## src/hdl/ppc_consts.vh

```
// constants for the plug detect and power control block
// assumes inclusion by ppc_top.v only
`ifndef PPC_CONSTS_VH
`define PPC_CONSTS_VH

// ****************************************
// register offsets on the management link
// ****************************************
`define PPC_REG_CTL       5'h00
`define PPC_REG_PSC       5'h10

// ****************************************
// control register fields
// ****************************************
`define PPC_CTL_SRST      15
`define PPC_CTL_LOOP      14
`define PPC_CTL_SPEED     13
`define PPC_CTL_ANEN      12
`define PPC_CTL_PDOWN     11
`define PPC_CTL_ISO       10
`define PPC_CTL_ANRST     9
`define PPC_CTL_DUPLEX    8
`define PPC_CTL_LOW_RST   8'h80
`define PPC_CTL_SPEED_RST 1'b1
`define PPC_CTL_ANEN_RST  1'b1

// ****************************************
// power status and control register fields
// ****************************************
`define PPC_PSC_AUTODIS   13
`define PPC_PSC_PD_FAST   10
`define PPC_PSC_PD_SLOW   9
`define PPC_PSC_AUTO_RST  1'b1

// ****************************************
// management frame codes
// ****************************************
`define PPC_OP_RD         2'b10
`define PPC_OP_WR         2'b01
`define PPC_PHY_ADDR      5'h01

// ****************************************
// timing
// ****************************************
`define PPC_CLK_MHZ       250
`define PPC_QUIET_MS      6600
`define PPC_QUIET_CYC     (32'd6600 * 32'd250000)
`define PPC_DEAD_NS       560
`define PPC_DEAD_CYC      ((`PPC_DEAD_NS * `PPC_CLK_MHZ + 999) / 1000)
`define PPC_SRST_CYC      8'h10

`endif

```

## src/hdl/ppc_top.v

```verilog
// plug detect, reduced power and low control bits of a 10/100 phy
// assumes a management clock and data pin from the mac, an energy
// detector on the line, and negotiation results on core_clk
//
// Behaviour
// - quiet line longer than 6.6 s clears the plugged flag
// - in reduced power, energy sets the plugged flag well under 1 s
// - activity means line energy only, not frames or pulses
// - automatic mode enters reduced power when unplugged
// - automatic mode leaves only with request clear and plugged
// - manual mode: reduced power exactly while power-down requested
// - reduced power switches line circuits off, detector stays on
// - management link and all registers stay usable in reduced power
// - reduced power forces the host link to 10 Mbps, 5 MHz
// - bit 13 of register 16 disables automatic mode, default 1
// - bits 10 and 9 of register 16 read 1 in reduced power
// - control bit 11 ORed with host power-down pin requests it
// - control bit 15 resets registers, reads 1 until done
// - bit 14 loops transmit to receive, 560 ns dead time
// - config loopback bit wins over media loopback
// - bit 13 selects speed when negotiation off, default 1
// - bit 12 enables negotiation, default 1, masks bits 13, 8
// - registers reached only by management frames
// - bit 10 isolates the internal media interface, default 0
// - bit 9 restarts negotiation and clears itself
`timescale 1ns/1ns
`include "ppc_consts.vh"

module ppc_top #(
  parameter [31:0] QUIET_CYC = `PPC_QUIET_CYC,
  parameter [7:0]  SRST_CYC  = `PPC_SRST_CYC,
  parameter [4:0]  PHY_ADDR  = `PPC_PHY_ADDR
) (
  // clock and reset
  input  wire        core_clk,
  input  wire        reset,
  // management link
  input  wire        mgmt_clk,
  input  wire        mgmt_data_i,
  output wire        mgmt_data_o,
  output wire        mgmt_data_oe,
  // line and host inputs
  input  wire        line_energy,
  input  wire        host_pdown,
  input  wire        loopback_mdi,
  input  wire        an_speed_100,
  input  wire        an_full_duplex,
  // status and control outputs
  output wire        plugged_state_flag,
  output wire        reduced_power,
  output wire        line_off,
  output wire        host_link_slow,
  output wire        loopback_en,
  output wire        loopback_from_cfg,
  output wire        rx_dead,
  output wire        mii_isolate,
  output wire        an_enable,
  output wire        an_restart,
  output wire        speed_100,
  output wire        full_duplex
);

  localparam [31:0] DEAD_FULL = `PPC_DEAD_CYC;
  localparam [7:0]  DEAD_CYC  = DEAD_FULL[7:0];

  localparam [2:0] ST_IDLE = 3'h0;
  localparam [2:0] ST_ST2  = 3'h1;
  localparam [2:0] ST_HDR  = 3'h2;
  localparam [2:0] ST_TA   = 3'h3;
  localparam [2:0] ST_RDAT = 3'h4;
  localparam [2:0] ST_WDAT = 3'h5;

  // stable level once second and third stage agree
  function stable;
    input s2;
    input s3;
    input lvl;
    begin
      stable = (s2 == s3) ? s3 : lvl;
    end
  endfunction

  // ****************************************
  // input synchronisers
  // ****************************************
  reg [2:0]  mclk_s_r;
  reg [2:0]  mdat_s_r;
  reg [2:0]  eng_s_r;
  reg        mclk_lvl_r;
  reg        mdat_lvl_r;
  reg        eng_lvl_r;
  wire       mclk_nxt;
  wire       mclk_rise;

  assign mclk_nxt  = stable(mclk_s_r[1], mclk_s_r[2], mclk_lvl_r);
  assign mclk_rise = mclk_nxt & ~mclk_lvl_r;

  // three stage capture of pin inputs
  always @(posedge core_clk) begin
    if (reset) begin
      mclk_s_r   <= 3'h0;
      mdat_s_r   <= 3'h7;
      eng_s_r    <= 3'h0;
      mclk_lvl_r <= 1'b0;
      mdat_lvl_r <= 1'b1;
      eng_lvl_r  <= 1'b0;
    end else begin
      mclk_s_r   <= {mclk_s_r[1:0], mgmt_clk};
      mdat_s_r   <= {mdat_s_r[1:0], mgmt_data_i};
      eng_s_r    <= {eng_s_r[1:0], line_energy};
      mclk_lvl_r <= mclk_nxt;
      mdat_lvl_r <= stable(mdat_s_r[1], mdat_s_r[2], mdat_lvl_r);
      eng_lvl_r  <= stable(eng_s_r[1], eng_s_r[2], eng_lvl_r);
    end
  end

  // ****************************************
  // register state
  // ****************************************
  reg        loop_r;
  reg        speed_r;
  reg        anen_r;
  reg        pdown_r;
  reg        iso_r;
  reg        dup_r;
  reg [7:0]  low_r;
  reg        autodis_r;
  reg [7:0]  srst_cnt_r;
  reg        anrst_r;
  reg        rp_r;
  reg        plug_r;
  reg [31:0] quiet_r;
  reg        loop_d_r;
  reg [7:0]  dead_r;
  reg        dead_o_r;
  reg        lb_en_r;
  reg        spd_eff_r;
  reg        dup_eff_r;

  // ****************************************
  // management frame engine
  // ****************************************
  reg [2:0]  st_r;
  reg [3:0]  cnt_r;
  reg [11:0] hdr_r;
  reg [15:0] sh_r;
  reg        prev_r;
  reg        mdo_r;
  reg        mdoe_r;
  reg        wr_r;
  reg [15:0] wdat_r;
  reg [4:0]  wreg_r;
  reg [15:0] rdata;
  wire       hit;
  wire       is_rd;
  wire [11:0] hdr_nxt;

  assign hdr_nxt = {hdr_r[10:0], mdat_lvl_r};
  assign hit     = (hdr_r[9:5] == PHY_ADDR);
  assign is_rd   = (hdr_r[11:10] == `PPC_OP_RD);

  // read value of the addressed register
  always @* begin
    rdata = 16'h0000;
    if (hdr_r[4:0] == `PPC_REG_CTL) begin
      rdata[`PPC_CTL_SRST]   = (srst_cnt_r != 8'h00);
      rdata[`PPC_CTL_LOOP]   = loop_r;
      rdata[`PPC_CTL_SPEED]  = speed_r;
      rdata[`PPC_CTL_ANEN]   = anen_r;
      rdata[`PPC_CTL_PDOWN]  = pdown_r;
      rdata[`PPC_CTL_ISO]    = iso_r;
      rdata[`PPC_CTL_DUPLEX] = anen_r | dup_r;
      rdata[7:0]             = low_r;
    end else if (hdr_r[4:0] == `PPC_REG_PSC) begin
      rdata[`PPC_PSC_AUTODIS] = autodis_r;
      rdata[`PPC_PSC_PD_FAST] = rp_r;
      rdata[`PPC_PSC_PD_SLOW] = rp_r;
    end
  end

  // frame decode on each management clock rise
  always @(posedge core_clk) begin
    if (reset) begin
      st_r   <= ST_IDLE;
      cnt_r  <= 4'h0;
      hdr_r  <= 12'h000;
      sh_r   <= 16'h0000;
      prev_r <= 1'b0;
      mdo_r  <= 1'b0;
      mdoe_r <= 1'b0;
      wr_r   <= 1'b0;
      wdat_r <= 16'h0000;
      wreg_r <= 5'h00;
    end else begin
      wr_r <= 1'b0;
      if (mclk_rise) begin
        prev_r <= mdat_lvl_r;
        case (st_r)
          ST_IDLE: begin
            if (prev_r && !mdat_lvl_r)
              st_r <= ST_ST2;
          end
          ST_ST2: begin
            cnt_r <= 4'h0;
            st_r  <= mdat_lvl_r ? ST_HDR : ST_IDLE;
          end
          ST_HDR: begin
            hdr_r <= hdr_nxt;
            cnt_r <= cnt_r + 4'h1;
            if (cnt_r == 4'hb) begin
              cnt_r <= 4'h0;
              st_r  <= ST_TA;
            end
          end
          ST_TA: begin
            if (cnt_r == 4'h0) begin
              cnt_r <= 4'h1;
              if (is_rd && hit) begin
                mdoe_r <= 1'b1;
                mdo_r  <= 1'b0;
              end
            end else begin
              cnt_r <= 4'h0;
              sh_r  <= rdata;
              mdo_r <= rdata[15];
              st_r  <= is_rd ? ST_RDAT : ST_WDAT;
            end
          end
          ST_RDAT: begin
            if (cnt_r == 4'hf) begin
              mdoe_r <= 1'b0;
              mdo_r  <= 1'b0;
              st_r   <= ST_IDLE;
            end else begin
              sh_r  <= {sh_r[14:0], 1'b0};
              mdo_r <= sh_r[14];
              cnt_r <= cnt_r + 4'h1;
            end
          end
          ST_WDAT: begin
            sh_r  <= {sh_r[14:0], mdat_lvl_r};
            cnt_r <= cnt_r + 4'h1;
            if (cnt_r == 4'hf) begin
              st_r   <= ST_IDLE;
              wr_r   <= hit && (hdr_r[11:10] == `PPC_OP_WR);
              wdat_r <= {sh_r[14:0], mdat_lvl_r};
              wreg_r <= hdr_r[4:0];
            end
          end
          default: begin
            st_r   <= ST_IDLE;
            mdoe_r <= 1'b0;
          end
        endcase
      end
    end
  end

  // ****************************************
  // control registers and soft reset
  // ****************************************
  always @(posedge core_clk) begin
    if (reset || srst_cnt_r != 8'h00) begin
      // defaults under hard reset and while soft reset runs
      loop_r     <= 1'b0;
      speed_r    <= `PPC_CTL_SPEED_RST;
      anen_r     <= `PPC_CTL_ANEN_RST;
      pdown_r    <= 1'b0;
      iso_r      <= 1'b0;
      dup_r      <= 1'b0;
      low_r      <= `PPC_CTL_LOW_RST;
      autodis_r  <= `PPC_PSC_AUTO_RST;
      anrst_r    <= 1'b0;
      srst_cnt_r <= reset ? 8'h00 : srst_cnt_r - 8'h01;
    end else begin
      anrst_r <= 1'b0;
      if (wr_r && wreg_r == `PPC_REG_CTL) begin
        if (wdat_r[`PPC_CTL_SRST]) begin
          srst_cnt_r <= SRST_CYC;
        end else begin
          loop_r  <= wdat_r[`PPC_CTL_LOOP];
          speed_r <= wdat_r[`PPC_CTL_SPEED];
          anen_r  <= wdat_r[`PPC_CTL_ANEN];
          pdown_r <= wdat_r[`PPC_CTL_PDOWN];
          iso_r   <= wdat_r[`PPC_CTL_ISO];
          anrst_r <= wdat_r[`PPC_CTL_ANRST];
          low_r   <= wdat_r[7:0];
          if (!anen_r)
            dup_r <= wdat_r[`PPC_CTL_DUPLEX];
        end
      end
      if (wr_r && wreg_r == `PPC_REG_PSC)
        autodis_r <= wdat_r[`PPC_PSC_AUTODIS];
    end
  end

  // ****************************************
  // plug detection and power state
  // ****************************************
  wire pd_req;

  assign pd_req = pdown_r | host_pdown;

  always @(posedge core_clk) begin
    if (reset) begin
      quiet_r <= 32'h0000_0000;
      plug_r  <= 1'b1;
      rp_r    <= 1'b0;
    end else begin
      // quiet timer restarts on energy
      if (eng_lvl_r) begin
        quiet_r <= 32'h0000_0000;
        plug_r  <= 1'b1;
      end else if (quiet_r < QUIET_CYC) begin
        quiet_r <= quiet_r + 32'h0000_0001;
      end else begin
        plug_r <= 1'b0;
      end
      // power state selection
      if (autodis_r)
        rp_r <= pd_req;
      else if (pd_req || !plug_r)
        rp_r <= 1'b1;
      else
        rp_r <= 1'b0;
    end
  end

  // ****************************************
  // loopback and effective speed
  // ****************************************
  always @(posedge core_clk) begin
    if (reset) begin
      loop_d_r  <= 1'b0;
      dead_r    <= 8'h00;
      dead_o_r  <= 1'b0;
      lb_en_r   <= 1'b0;
      spd_eff_r <= 1'b0;
      dup_eff_r <= 1'b0;
    end else begin
      loop_d_r <= loop_r;
      lb_en_r  <= loop_r | loopback_mdi;
      // dead time counter with a registered flag for the pin
      if (loop_r && !loop_d_r) begin
        dead_r   <= DEAD_CYC;
        dead_o_r <= 1'b1;
      end else if (dead_r != 8'h00) begin
        dead_r   <= dead_r - 8'h01;
        dead_o_r <= (dead_r != 8'h01);
      end
      if (rp_r)
        spd_eff_r <= 1'b0;
      else
        spd_eff_r <= anen_r ? an_speed_100 : speed_r;
      dup_eff_r <= anen_r ? an_full_duplex : dup_r;
    end
  end

  // ****************************************
  // outputs
  // ****************************************
  assign mgmt_data_o        = mdo_r;
  assign mgmt_data_oe       = mdoe_r;
  assign plugged_state_flag = plug_r;
  assign reduced_power      = rp_r;
  assign line_off           = rp_r;
  assign host_link_slow     = rp_r;
  assign loopback_en        = lb_en_r;
  assign loopback_from_cfg  = loop_d_r;
  assign rx_dead            = dead_o_r;
  assign mii_isolate        = iso_r;
  assign an_enable          = anen_r;
  assign an_restart         = anrst_r;
  assign speed_100          = spd_eff_r;
  assign full_duplex        = dup_eff_r;

endmodule

```

## config.mk

```make
export PLATFORM = sky130hd
export DESIGN_NAME = ppc_top
export DESIGN_NICKNAME = d
export VERILOG_FILES = /design/src/hdl/ppc_top.v
export VERILOG_INCLUDE_DIRS = /design/src /design/src/hdl
export SDC_FILE = /design/constraint.sdc
export NUM_CORES = 1
export LEC_CHECK = 0
export ABC_AREA = 1
export ABC_CLOCK_PERIOD_IN_PS = 2720
export BUFFER_PORTS_ARGS = -buffer_cell sky130_fd_sc_hd__buf_2
export CAP_MARGIN = 20
export CORE_UTILIZATION = 62
export CTS_BUF_LIST = sky130_fd_sc_hd__clkbuf_8 sky130_fd_sc_hd__clkbuf_16
export DETAILED_ROUTE_END_ITERATION = 7
export GPL_ROUTABILITY_DRIVEN = 0
export PLACE_DENSITY = 0.84
export SYNTH_ARGS = -nofsm -noshare
export SYNTH_HDL_FRONTEND = slang
export SYNTH_SLANG_ARGS = --single-unit
```

## constraint.sdc

```tcl
create_clock -name core_clk -period 2.72 [get_ports core_clk]
set_input_delay 0.136 -clock core_clk [delete_from_list [all_inputs] [get_ports core_clk]]
set_output_delay 0.136 -clock core_clk [all_outputs]
set_load 0.05 [all_outputs]
```

==> results of run 1 <==
routing by layer:
layer  global-route usage [%]  up-vias  wire length (um)
met5                        0        -                 0
li1                         -     3130                 -
met1                    37.12     2787              6943
met2                    45.87      179              6950
met4                    11.81        0               350
met3                    8.093       36               953
final cells by class:
type	instances	share of cell area, %
Clock buffer	20	5.992
Inverter	77	3.835
Clock inverter	11	2.189
Tap cell	136	2.239
Sequential cell	142	38.45
Timing Repair Buffer	39	3.325
Multi-Input combinational cell	702	43.97
through the flow:
step	hold slack, ns	setup WS (ns)	util [%]	power, mW
CTS	0.005873	0.5153	72.92	5.372
finish	0.01758	0.6971	72.97	5.362
global route	0.02938	0.5098	72.97	5.587
detailed placement	0.3240	0.5556	66.28	2.952
floorplan	0.2398	0.8752	-	2.820
global placement	0.3200	0.6535	66.28	2.922
power groups by stage:
stage	Combinational, mW	Sequential, mW	Clock [mW]
after floorplan	0.450	2.37	0
after global placement	0.579	2.34	0
after CTS	0.621	2.30	2.45
after global routing	0.710	2.32	2.56
final	0.623	2.31	2.43
after detailed placement	0.604	2.35	0
cells in the final DEF (no fill, tap or decap), drive strengths merged, types with 15 or more instances in the layout:
cell and instances:
buf 32, a21oi 85, clkbuf 20, xor2 15, nand2 247, inv 78
nor2 188, nand3 27, dfxtp 134, o21ai 61
worst paths after layout:
| check | cells after the start | endpoint | slack [ns] | start |
|---|---|---|---|---|
| min | 2 | eng_s_r[2] | 0.02 | reset |
| min reg2reg | 2 | mclk_s_r[1] | 0.40 | mclk_s_r[0] |
| max reg2reg | 8 | srst_cnt_r[5] | 0.70 | srst_cnt_r[0] |
| max | 8 | srst_cnt_r[5] | 0.70 | srst_cnt_r[0] |
registers in the layout (all words and copies together) (netlist names), 3 cells and up:
name and count:
cnt_r 4, mdat_s_r 3, hdr_r 12, eng_s_r 3, quiet_r 32, st_r 3, wreg_r 5, dead_r 8
sh_r 15, mclk_s_r 3, srst_cnt_r 8, wdat_r 16, low_r 8
synthesized netlist by cell type:
library cell | instances | area (um2)
nand3_4 | 1 | 17.52
xor2_1 | 15 | 131.4
a31oi_1 | 1 | 6.260
or2_2 | 5 | 31.28
nor2_4 | 3 | 33.78
o21bai_1 | 1 | 7.510
or2_1 | 1 | 6.260
o211ai_1 | 6 | 45.04
nand3b_1 | 14 | 105.1
o21ai_0 | 49 | 245.2
inv_1 | 70 | 262.8
buf_1 | 2 | 7.510
nand3_1 | 24 | 120.1
a22oi_1 | 9 | 67.56
ha_1 | 9 | 112.6
clkbuf_1 | 12 | 45.04
dfxtp_1 | 134 | 2683
a211oi_2 | 4 | 50.05
nor3_2 | 1 | 10.01
o22ai_1 | 1 | 6.260
o31a_1 | 1 | 8.760
buf_6 | 2 | 22.52
nor3_1 | 5 | 25.02
xnor2_1 | 7 | 61.31
and3_1 | 1 | 6.260
o21ai_1 | 12 | 60.06
inv_2 | 6 | 22.52
buf_2 | 10 | 50.05
a21oi_1 | 85 | 425.4
a211oi_1 | 5 | 37.54
nor2_2 | 9 | 56.30
edfxtp_1 | 8 | 240.2
nor4_1 | 2 | 12.51
nand2_1 | 246 | 923.4
nand2_4 | 1 | 11.26
nand4_1 | 6 | 37.54
buf_4 | 7 | 52.55
nand3_2 | 2 | 20.02
inv_4 | 1 | 6.260
nor2_1 | 176 | 660.6
worst register-to-register path: stages (launching register included):
cell      delay, ns
edfxtp_1       0.39
inv_1          0.11
ha_1           0.17
nand2_1        0.08
nor2_1         0.16
nand4_1        0.18
nor2_2         0.29
o21ai_0        0.19
buf_2          0.21
repair_timing:
action / 4_1_cts / 5_1_grt
endpoints found under the hold margin: 7 / 0
gates resized for setup: 0 / 0
hold buffers: 7 / 0
cell families (layout without fill, tap and decap cells):
family | Yosys count | in the layout | share of synthesized area, %
XOR/XNOR | 22 | 22 | 2.861
buffers and inverters | 110 | 147 | 6.968
adder cells (fa/ha/maj) | 9 | 9 | 1.672
AND/OR/NAND/NOR | 497 | 497 | 30.84
flip-flops | 142 | 142 | 43.40
AO/OA/AOI/OAI | 174 | 174 | 14.25
==> summary.md, run 1 <==
| Metric | Value |
|---|---|
| Combinational share of power | `~12%` |
| Switching Share | `~25%` |
| Synthesized area | `between 6000 and 7000 um2` |
| Gr ovfl total | `0` |
| Final min period | `2.023 ns` |
| Final period utilization | `between 70% and 80%` |
| Multi-input gate area | `about 3300 um2` |
| Avg WL per Cell | `approximately 13 um` |
| # fillers | `849` |
| Antenna Violating Nets Remaining | `0` |
| Sw Pwr | `~1.4 mW` |
| Critical-path cell list | `inv_1 -> ha_1 -> nand2_1 -> nor2_1 -> nand4_1 -> nor2_2 -> o21ai_0 -> buf_2` |
| Internal | `~4 mW` |
| Slew HR | `approximately two thirds` |
| Clock power frac | `45.4%` |
| Least-Margin Pin Slew | `~0.48 ns` |
| Cts bufs inserted | `17` |
| Worst path arrival time | `roughly 2.3 ns` |
| Flops & latches, synth | `between 100 and 150` |
| Worst Hold Class | `in2reg` |
| FP Rows | `37` |
| CP max FO | `7` |
| Layout cells sized above 1 | `9.586%` |
| Routed WL | `around 15,000 um` |
| Post-DP Area | `slightly below 7000 um2` |
| Die Area | `around 11,000 um2` |
| TritonCTS clock tree | `yes` |
| Setup Viol. Count Final | `0` |
| Fmax | `about 490 MHz` |
| First DRT Iteration DRCs | `382` |
| Worst-case clock skew | `0.007307 ns` |
| Largest net degree at the start of global routing | `43` |
| CTS Sinks | `around 140` |
| Post-Syn Nets | `approximately 1,000` |
| Total number of vias | `slightly above 6k` |
| Peak VDD IR | `approximately 600 uV` |
| Synth Instances | `954` |
| Reg clk slew, reported paths | `around 0.06 ns` |
| Post-CTS Setup Inserts | `0` |
| Cell Pwr Density | `705.4 nW/um2` |
| Core Area | `10,420 um2` |
| Max-cap violation count | `0` |
| Outcome | `complete, no violations` |
| Crit. End Element | `flip-flop` |
| Layout Cells excl Fill | `about 1.1k` |
| Setup Total Neg Slack | `0 ns` |
| Total track usage | `a little under 30%` |
| Clock tree buffer depth | `2` |
| Worst skew pair latency | `0.54 ns` |
| Leak pwr | `around 3.1 nW` |
| Part of the Yosys area used for sequential elements | `43.40%` |
| Startpoint Class | `flip-flop` |
| Final net count | `997` |
| Final Hold Vio Count | `0` |
| Global-route wire length before repair | `around 26,000 um` |
| Height of the die | `between 100 and 150 um` |
| Htree depth | `4` |
| Finished Cell Area | `7601 um2` |
| First-pass DRT Iterations | `5` |
| Vias in the first global route | `5,670` |
| Buf+Inv Stages, Crit Path | `2` |
| I/O pin cnt | `23` |
| Antenna violations before repair | `0` |
| Placed Instances | `about 1.1k` |
| CP Class | `reg2reg` |
| Diodes inserted | `0` |
| Synth cell types | `40` |
| HPWL Detailed | `a little under 10,000 um` |
| Vias/cell | `~5.4` |
| Largest stage delay on the critical path | `around 0.39 ns` |
| Unrepaired setup endpoints after global routing | `false` |
| Yosys warnings | `0` |
| Register area | `around 2900 um2` |
| I/O Buffers | `22` |
| Initial Utilization | `64.65%` |
| Syn_area_per_cell | `7.059 um2` |
| DRC viols | `0` |
| Slowest-stage cell, CP | `edfxtp_1` |
| Worst path top cell family by delay | `simple AND/OR/NAND/NOR gates` |
| Layout Area Growth over Synthesis | `12.88%` |
| Worst EP required | `3.01 ns` |
| Root Buffer | `clkbuf_8` |
| Flop pwr share | `a little over two fifths` |
| Slew Limit Fails | `0` |
| Die Wd | `about 110 um` |
Note: power is estimated with default switching activity, not from simulation.
==> run 2: changes to the inputs <==
Settings changed: ABC_CLOCK_PERIOD_IN_PS 2720 to 2000.
Clock period 2.72 ns to 2 ns, I/O delays scaled along.
==> run 2 against run 1 <==
Compared with the run above:
- total power increased by 38%
- routed wire length about the same
- cell count up 0.71%
- via count increased by 1.1%
- non-clock buffer count up 7
- critical path type unchanged
==> summary.md, run 2 (synthesis results as in run 1) <==
| Metric | Value |
|---|---|
| Antenna violations before repair | `0` |
| Gr ovfl total | `0` |
| Slowest-stage cell, CP | `dfxtp_1` |
| Most flop-heavy register | `quiet_r` |
| Worst Hold Depth | `2` |
| Cts bufs inserted | `17` |
| Initial Utilization | `~65%` |
| Avg WL per Cell | `roughly 13 um` |
| Critical Path Start | `st_r[2]` |
| Htree depth | `4` |
| FP Rows | `37` |
| CP max FO | `11` |
| Internal | `5.542 mW` |
| Cell Pwr Density | `963.4 nW/um2` |
| Total number of vias | `about 6.2k` |
| I/O pin cnt | `23` |
| First DRT Iteration DRCs | `about 370` |
| Finished Cell Area | `~7700 um2` |
| Peak VDD IR | `just under 900 uV` |
| GRT met2 Usage | `between 40% and 50%` |
| Setup Total Neg Slack | `0 ns` |
| Worst Hold Class | `in2reg` |
| CP Class | `reg2reg` |
| Startpoint Class | `flip-flop` |
| Post-DP Area | `about 7000 um2` |
| Hold WS | `0.03139 ns` |
| Outcome | `complete, no violations` |
| Final period utilization | `between 90% and 100%` |
| Clock power frac | `46.0%` |
| Height of the die | `~110 um` |
| Final Hold Vio Count | `0` |
| TritonCTS clock tree | `yes` |
| Die Wd | `about 110 um` |
| Layout Cells excl Fill | `around 1.1k` |
| # fillers | `between 800 and 900` |
| GR Util met3 | `around 8%` |
| GRT busiest layer | `met2` |
| R2r worst-path depth | `8` |
| Critical Path End | `sh_r[10]` |
| Layout cells sized above 1 | `10.61%` |
| Slew HR | `between 60% and 70%` |
| Vias/cell | `5.462` |
| Worst path arrival time | `about 2.3 ns` |
| Biggest regs | `quiet_r: 32 flops, wdat_r: 16 flops, sh_r: 15 flops` |
| Max FFs per register | `32` |
| Root Buffer | `clkbuf_8` |
| R2R Setup Slk | `between 0.1 and 0.15 ns` |
| Crit. End Element | `flip-flop` |
| Flop pwr share | `approximately 42%` |
| Fmax | `~540 MHz` |
| Antenna Violating Nets Remaining | `0` |
| DRC viols | `0` |
| Multi-input gate area | `roughly 3300 um2` |
| Global-route wire length before repair | `between 20,000 and 30,000 um` |
| Slew Limit Fails | `0` |
| Largest stage delay on the critical path | `approximately 0.49 ns` |
| Reg2reg start | `st_r[2]` |
| Worst EP required | `around 2.4 ns` |
| I/O Buffers | `22` |
| Layout Area Growth over Synthesis | `14.21%` |
| Routed WL | `15,210 um` |
| Total track usage | `just under 30%` |
| Reg clk slew, reported paths | `approximately 0.060 ns` |
| Worst skew pair latency | `around 0.55 ns` |
| Least-Margin Pin Slew | `between 0.4 and 0.5 ns` |
| Core Area | `roughly 10,000 um2` |
| HPWL Detailed | `9859 um` |
| Final Power | `about 7.4 mW` |
| Sw Pwr | `about 1.9 mW` |
| Placed Instances | `between 1k and 1.5k` |
| Diodes inserted | `0` |
| Final min period | `approximately 1.9 ns` |
| Largest net degree at the start of global routing | `47` |
| Switching Share | `25.21%` |
| Clock tree buffer depth | `2` |
| Die Area | `~11,000 um2` |
| Setup Viol. Count Final | `0` |
| CTS Sinks | `142` |
| First-pass DRT Iterations | `6` |
| Final net count | `1,004` |
| Register area | `approximately 2900 um2` |
| Max-cap violation count | `0` |
| Commonest cells after routing, fill and taps aside | `nand2_1 (246), nor2_1 (174), dfxtp_1 (134)` |
| Combinational share of power | `a little under an eighth` |
| Commonest non-fill, non-tap cell in the layout | `nand2_1` |
| Vias in the first global route | `5,823` |
| Leak pwr | `between 3 and 4 nW` |
| Reg-to-Reg End | `sh_r[10]` |
| Post-CTS Setup Inserts | `0` |
| Worst-case clock skew | `around 0.0074 ns` |
| Critical-path cell list | `ha_1 -> inv_1 -> nand2_1 -> inv_1 -> nand2_1 -> o211ai_1 -> nor2_1 -> nor2_1` |
| Unrepaired setup endpoints after global routing | `false` |
| Routing usage on met1 | `between 30% and 40%` |
run 2: cell count changes in the layout (fill, tap and decap cells not counted), sizes merged:
cell,change
buf,+7
clkinv,+2
bufinv,+1
clkbuf,-1
clkinvlp,-1
run 2: worst min-delay path by stage:
stage | startpoint | endpoint | slack (ns)
CTS | reset | wdat_r[9] | 0.01
floorplan | mgmt_data_i | mdat_s_r[0] | 0.20
global route | reset | wdat_r[0] | 0.04
detailed placement | mgmt_data_i | mdat_s_r[0] | 0.29
global placement | mgmt_data_i | mdat_s_r[0] | 0.28
finish | reset | wdat_r[9] | 0.03
run 2: power by group through the flow:
| stage | Combinational, mW | Sequential [mW] | Clock, mW |
|---|---|---|---|
| floorplan | 0.612 | 3.22 | 0 |
| global placement | 0.809 | 3.19 | 0 |
| detailed placement | 0.837 | 3.19 | 0 |
| CTS | 0.853 | 3.13 | 3.42 |
| global route | 0.976 | 3.16 | 3.57 |
| finish | 0.862 | 3.14 | 3.41 |
run 2: critical path, delay by kind of cell, from the launching register on:
kind | cells | cell delay (ns)
AND/OR/NAND/NOR | 4 | 0.47
AO/OA/AOI/OAI | 1 | 0.09
adder cells (fa/ha/maj) | 1 | 0.34
buffers and inverters | 2 | 0.35
flip-flops | 1 | 0.49
run 2: repair_timing:
action	in CTS	in global routing
setup endpoints to repair	0	5
hold buffers	7	0
hold endpoints to repair	7	0
gates resized for setup	0	3
run 2: area by class of cell:
class                      count  share of cell area, %
timing repair buffer          46                  4.165
sequential                   142                  38.00
clock buffer                  19                  5.743
multi-input combinational    702                  43.55
inverter                      77                  3.790
clock inverter                13                  2.538
tap                          136                  2.212
run 2: routing by layer:
metal / wire [um] / vias up / share of wire, %
li1: - / 3136 / -
met1: 6765 / 2820 / 44
met2: 7028 / 201 / 46
met3: 999 / 42 / 6.6
met4: 415 / 0 / 2.7
met5: 0 / - / 0
run 2: through the flow:
| stage | utilization, % | setup WS (ns) |
|---|---|---|
| finish | 73.84 | 0.1423 |
| global route | 73.84 | 0.01899 |
| CTS | 73.77 | 0.1602 |
| detailed placement | 66.98 | 0.1641 |
| global placement | 66.98 | 0.3007 |
| floorplan | - | 0.1552 |
==> run 3: changes to the inputs <==
Settings changed: ABC_CLOCK_PERIOD_IN_PS 2000 to 1600, CORE_UTILIZATION 62 to 56, PLACE_DENSITY 0.84 to 0.8, SKIP_CTS_REPAIR_TIMING set to 1.
Clock period 2 ns to 1.6 ns, I/O delays scaled along.
==> run 3 against run 2 <==
Compared with the run above:
- the run now ends with negative setup slack left
- die area is 11% higher
- register-to-register slack got worse by 0.43 ns
- non-clock buffer count rose by 49
- clock skew rose by 0.0023 ns
- via count rose by 6.1%
- maximum frequency is 1.7% lower
- worst setup slack lost 0.43 ns
- flip-flop and latch count unchanged
- hold slack better by 0.025 ns
- critical endpoint is now low_r[5]
==> summary.md, run 3 (synthesis results as in run 1) <==
| Metric | Value |
|---|---|
| R2R Setup Slk | `-0.29 ns` |
| First DRT Iteration DRCs | `480` |
| Worst EP required | `1.95 ns` |
| Layout Area Growth over Synthesis | `25.16%` |
| HPWL Detailed | `10,650 um` |
| Die Area | `between 10,000 and 15,000 um2` |
| Gr ovfl total | `0` |
| Total number of vias | `about 6.6k` |
| Reg2reg start | `srst_cnt_r[0]` |
| Post-DP Area | `7328 um2` |
| Failing checks | `negative setup slack` |
| Initial Utilization | `between 50% and 60%` |
| Worst path top cell family by delay | `simple AND/OR/NAND/NOR gates` |
| Leak pwr | `about 3.4 nW` |
| Clock power frac | `between 40% and 50%` |
| Die Wd | `between 100 and 150 um` |
| Internal | `between 6 and 7 mW` |
| Worst Hold Class | `in2reg` |
| CP Class | `reg2reg` |
| Final min period | `roughly 1.9 ns` |
| Commonest cells after routing, fill and taps aside | `nand2_1 (238), nor2_1 (157), dfxtp_1 (118)` |
| Flop pwr share | `between 40% and 50%` |
| Worst skew pair latency | `about 0.42 ns` |
| Combinational share of power | `between 10% and 20%` |
| Largest stage delay on the critical path | `~0.42 ns` |
| Least-Margin Pin Slew | `0.3597 ns` |
| I/O pin cnt | `23` |
| Cts bufs inserted | `17` |
| Setup Total Neg Slack | `-6.123 ns` |
| Slowest-stage cell, CP | `edfxtp_1` |
| Setup WS pre-CTS | `-0.09923 ns` |
| Setup Viol. Count Final | `32` |
| DRC viols | `0` |
| Hold Path End | `eng_s_r[1]` |
| HP Start | `reset` |
| Slew HR | `between 70% and 80%` |
| Final core utilization | `72.88%` |
| Reg-to-Reg End | `low_r[5]` |
| Routed WL | `17,330 um` |
| Root Buffer | `clkbuf_16` |
| Startpoint Class | `flip-flop` |
| Core Area | `11,560 um2` |
| Clock tree buffer depth | `2` |
| Htree depth | `4` |
| Max FFs per register | `32` |
| Total track usage | `between 20% and 30%` |
| Most frequent cell on the critical path | `nor2_4` |
| Antenna violations before repair | `0` |
| Reg clk slew, reported paths | `~0.060 ns` |
| Biggest regs | `quiet_r: 32 flops, wdat_r: 16 flops, sh_r: 15 flops` |
| Critical-path cell list | `inv_2 -> ha_4 -> nand2_4 -> nor2_4 -> nand4_1 -> nor2_4 -> clkinvlp_4 -> a21oi_2` |
| Worst-case clock skew | `between 0.009 and 0.01 ns` |
| Placed Instances | `1,144` |
| Max-cap violation count | `0` |
| Avg WL per Cell | `approximately 15 um` |
| Vias/cell | `~5.5` |
| Final period utilization | `118.1%` |
| Worst path arrival time | `between 2 and 2.5 ns` |
| Outcome | `finished with violations` |
| Fmax | `roughly 530 MHz` |
| Largest net degree at the start of global routing | `50` |
| Unrepaired setup endpoints after global routing | `true` |
| CP max FO | `6` |
| Vias in the first global route | `roughly 5.7k` |
| Buf+Inv Stages, Crit Path | `2` |
| Final Hold Vio Count | `0` |
| Crit. End Element | `flip-flop` |
| Finished Cell Area | `roughly 8400 um2` |
| Worst Hold Depth | `3` |
| FP Rows | `39` |
| Height of the die | `111.7 um` |
| Slew Limit Fails | `0` |
| Cell Pwr Density | `about 1100 nW/um2` |
| Diodes inserted | `0` |
| Layout cells sized above 1 | `21.81%` |
| Final net count | `between 1k and 1.5k` |
| Sw Pwr | `2.583 mW` |
| Critical Path Start | `srst_cnt_r[0]` |
| Layout Cells excl Fill | `1,193` |
| Commonest non-fill, non-tap cell in the layout | `nand2_1` |
| TritonCTS clock tree | `yes` |
| I/O Buffers | `22` |
| R2r worst-path depth | `8` |
| Antenna Violating Nets Remaining | `0` |
| Global-route wire length before repair | `roughly 26,000 um` |
| Final worst slack | `-0.2900 ns` |
| CTS Sinks | `~140` |
| First-pass DRT Iterations | `5` |
| Peak VDD IR | `1000 uV` |
| Most flop-heavy register | `quiet_r` |
| Switching Share | `27.03%` |
==> run 3: changes by cell type in the layout (fill, tap and decap cells not counted), moves of 12 or more <==
cell and change:
dfxtp_2 +16, a21oi_2 +12, nor2_1 -17, a21oi_1 -12
dfxtp_1 -16, buf_4 +38
==> run 3: area by class of cell <==
type	instances	area [um2]
multi-input combinational	702	3592
fill	868	3137
sequential	142	2943
timing repair buffer	95	774.5
clock buffer	19	452.9
inverter	77	306.5
tap	143	178.9
clock inverter	13	165.2
timing repair inverter	2	15.01
==> run 3: how the worst max path moves through the flow <==
| stage | endpoint | slack (ns) | depth (start not counted) |
|---|---|---|---|
| after floorplan | srst_cnt_r[7] | -0.004 | 9 |
| after global placement | low_r[4] | 0.02 | 8 |
| after detailed placement | mii_isolate | -0.1 | 8 |
| after CTS | low_r[5] | -0.12 | 8 |
| after global routing | low_r[0] | -0.34 | 8 |
| final | low_r[5] | -0.29 | 8 |
==> run 3: worst min-delay path, stage by stage <==
cell	delay, ns
buf_2	0.10
buf_4	0.19
nor2_1	0.06
==> run 3: through the flow <==
stage | power [mW] | hold slack [ns]
after floorplan | 4.803 | 0.1838
after global placement | 5.115 | 0.2672
after detailed placement | 5.151 | 0.2661
after CTS | 9.199 | -0.1665
after global routing | 9.924 | 0.05520
final | 9.557 | 0.05594
==> run 3: routing by layer <==
layer / part of all wire [%] / GRT usage, % / routed length (um)
met5: 0 / 0 / 0
met1: 42 / 33.38 / 7326
met4: 3.2 / 10.09 / 556
met2: 48 / 42.82 / 8351
met3: 6.3 / 6.532 / 1096
==> run 3: power groups by stage <==
stage / Combinational, mW / Sequential [mW] / Clock [mW]
4_1_cts: 1.17 / 3.91 / 4.12
6_report: 1.54 / 3.94 / 4.08
3_3_place_gp: 1.13 / 3.98 / 0
2_1_floorplan: 0.775 / 4.03 / 0
5_1_grt: 1.69 / 3.95 / 4.28
3_5_place_dp: 1.16 / 3.99 / 0
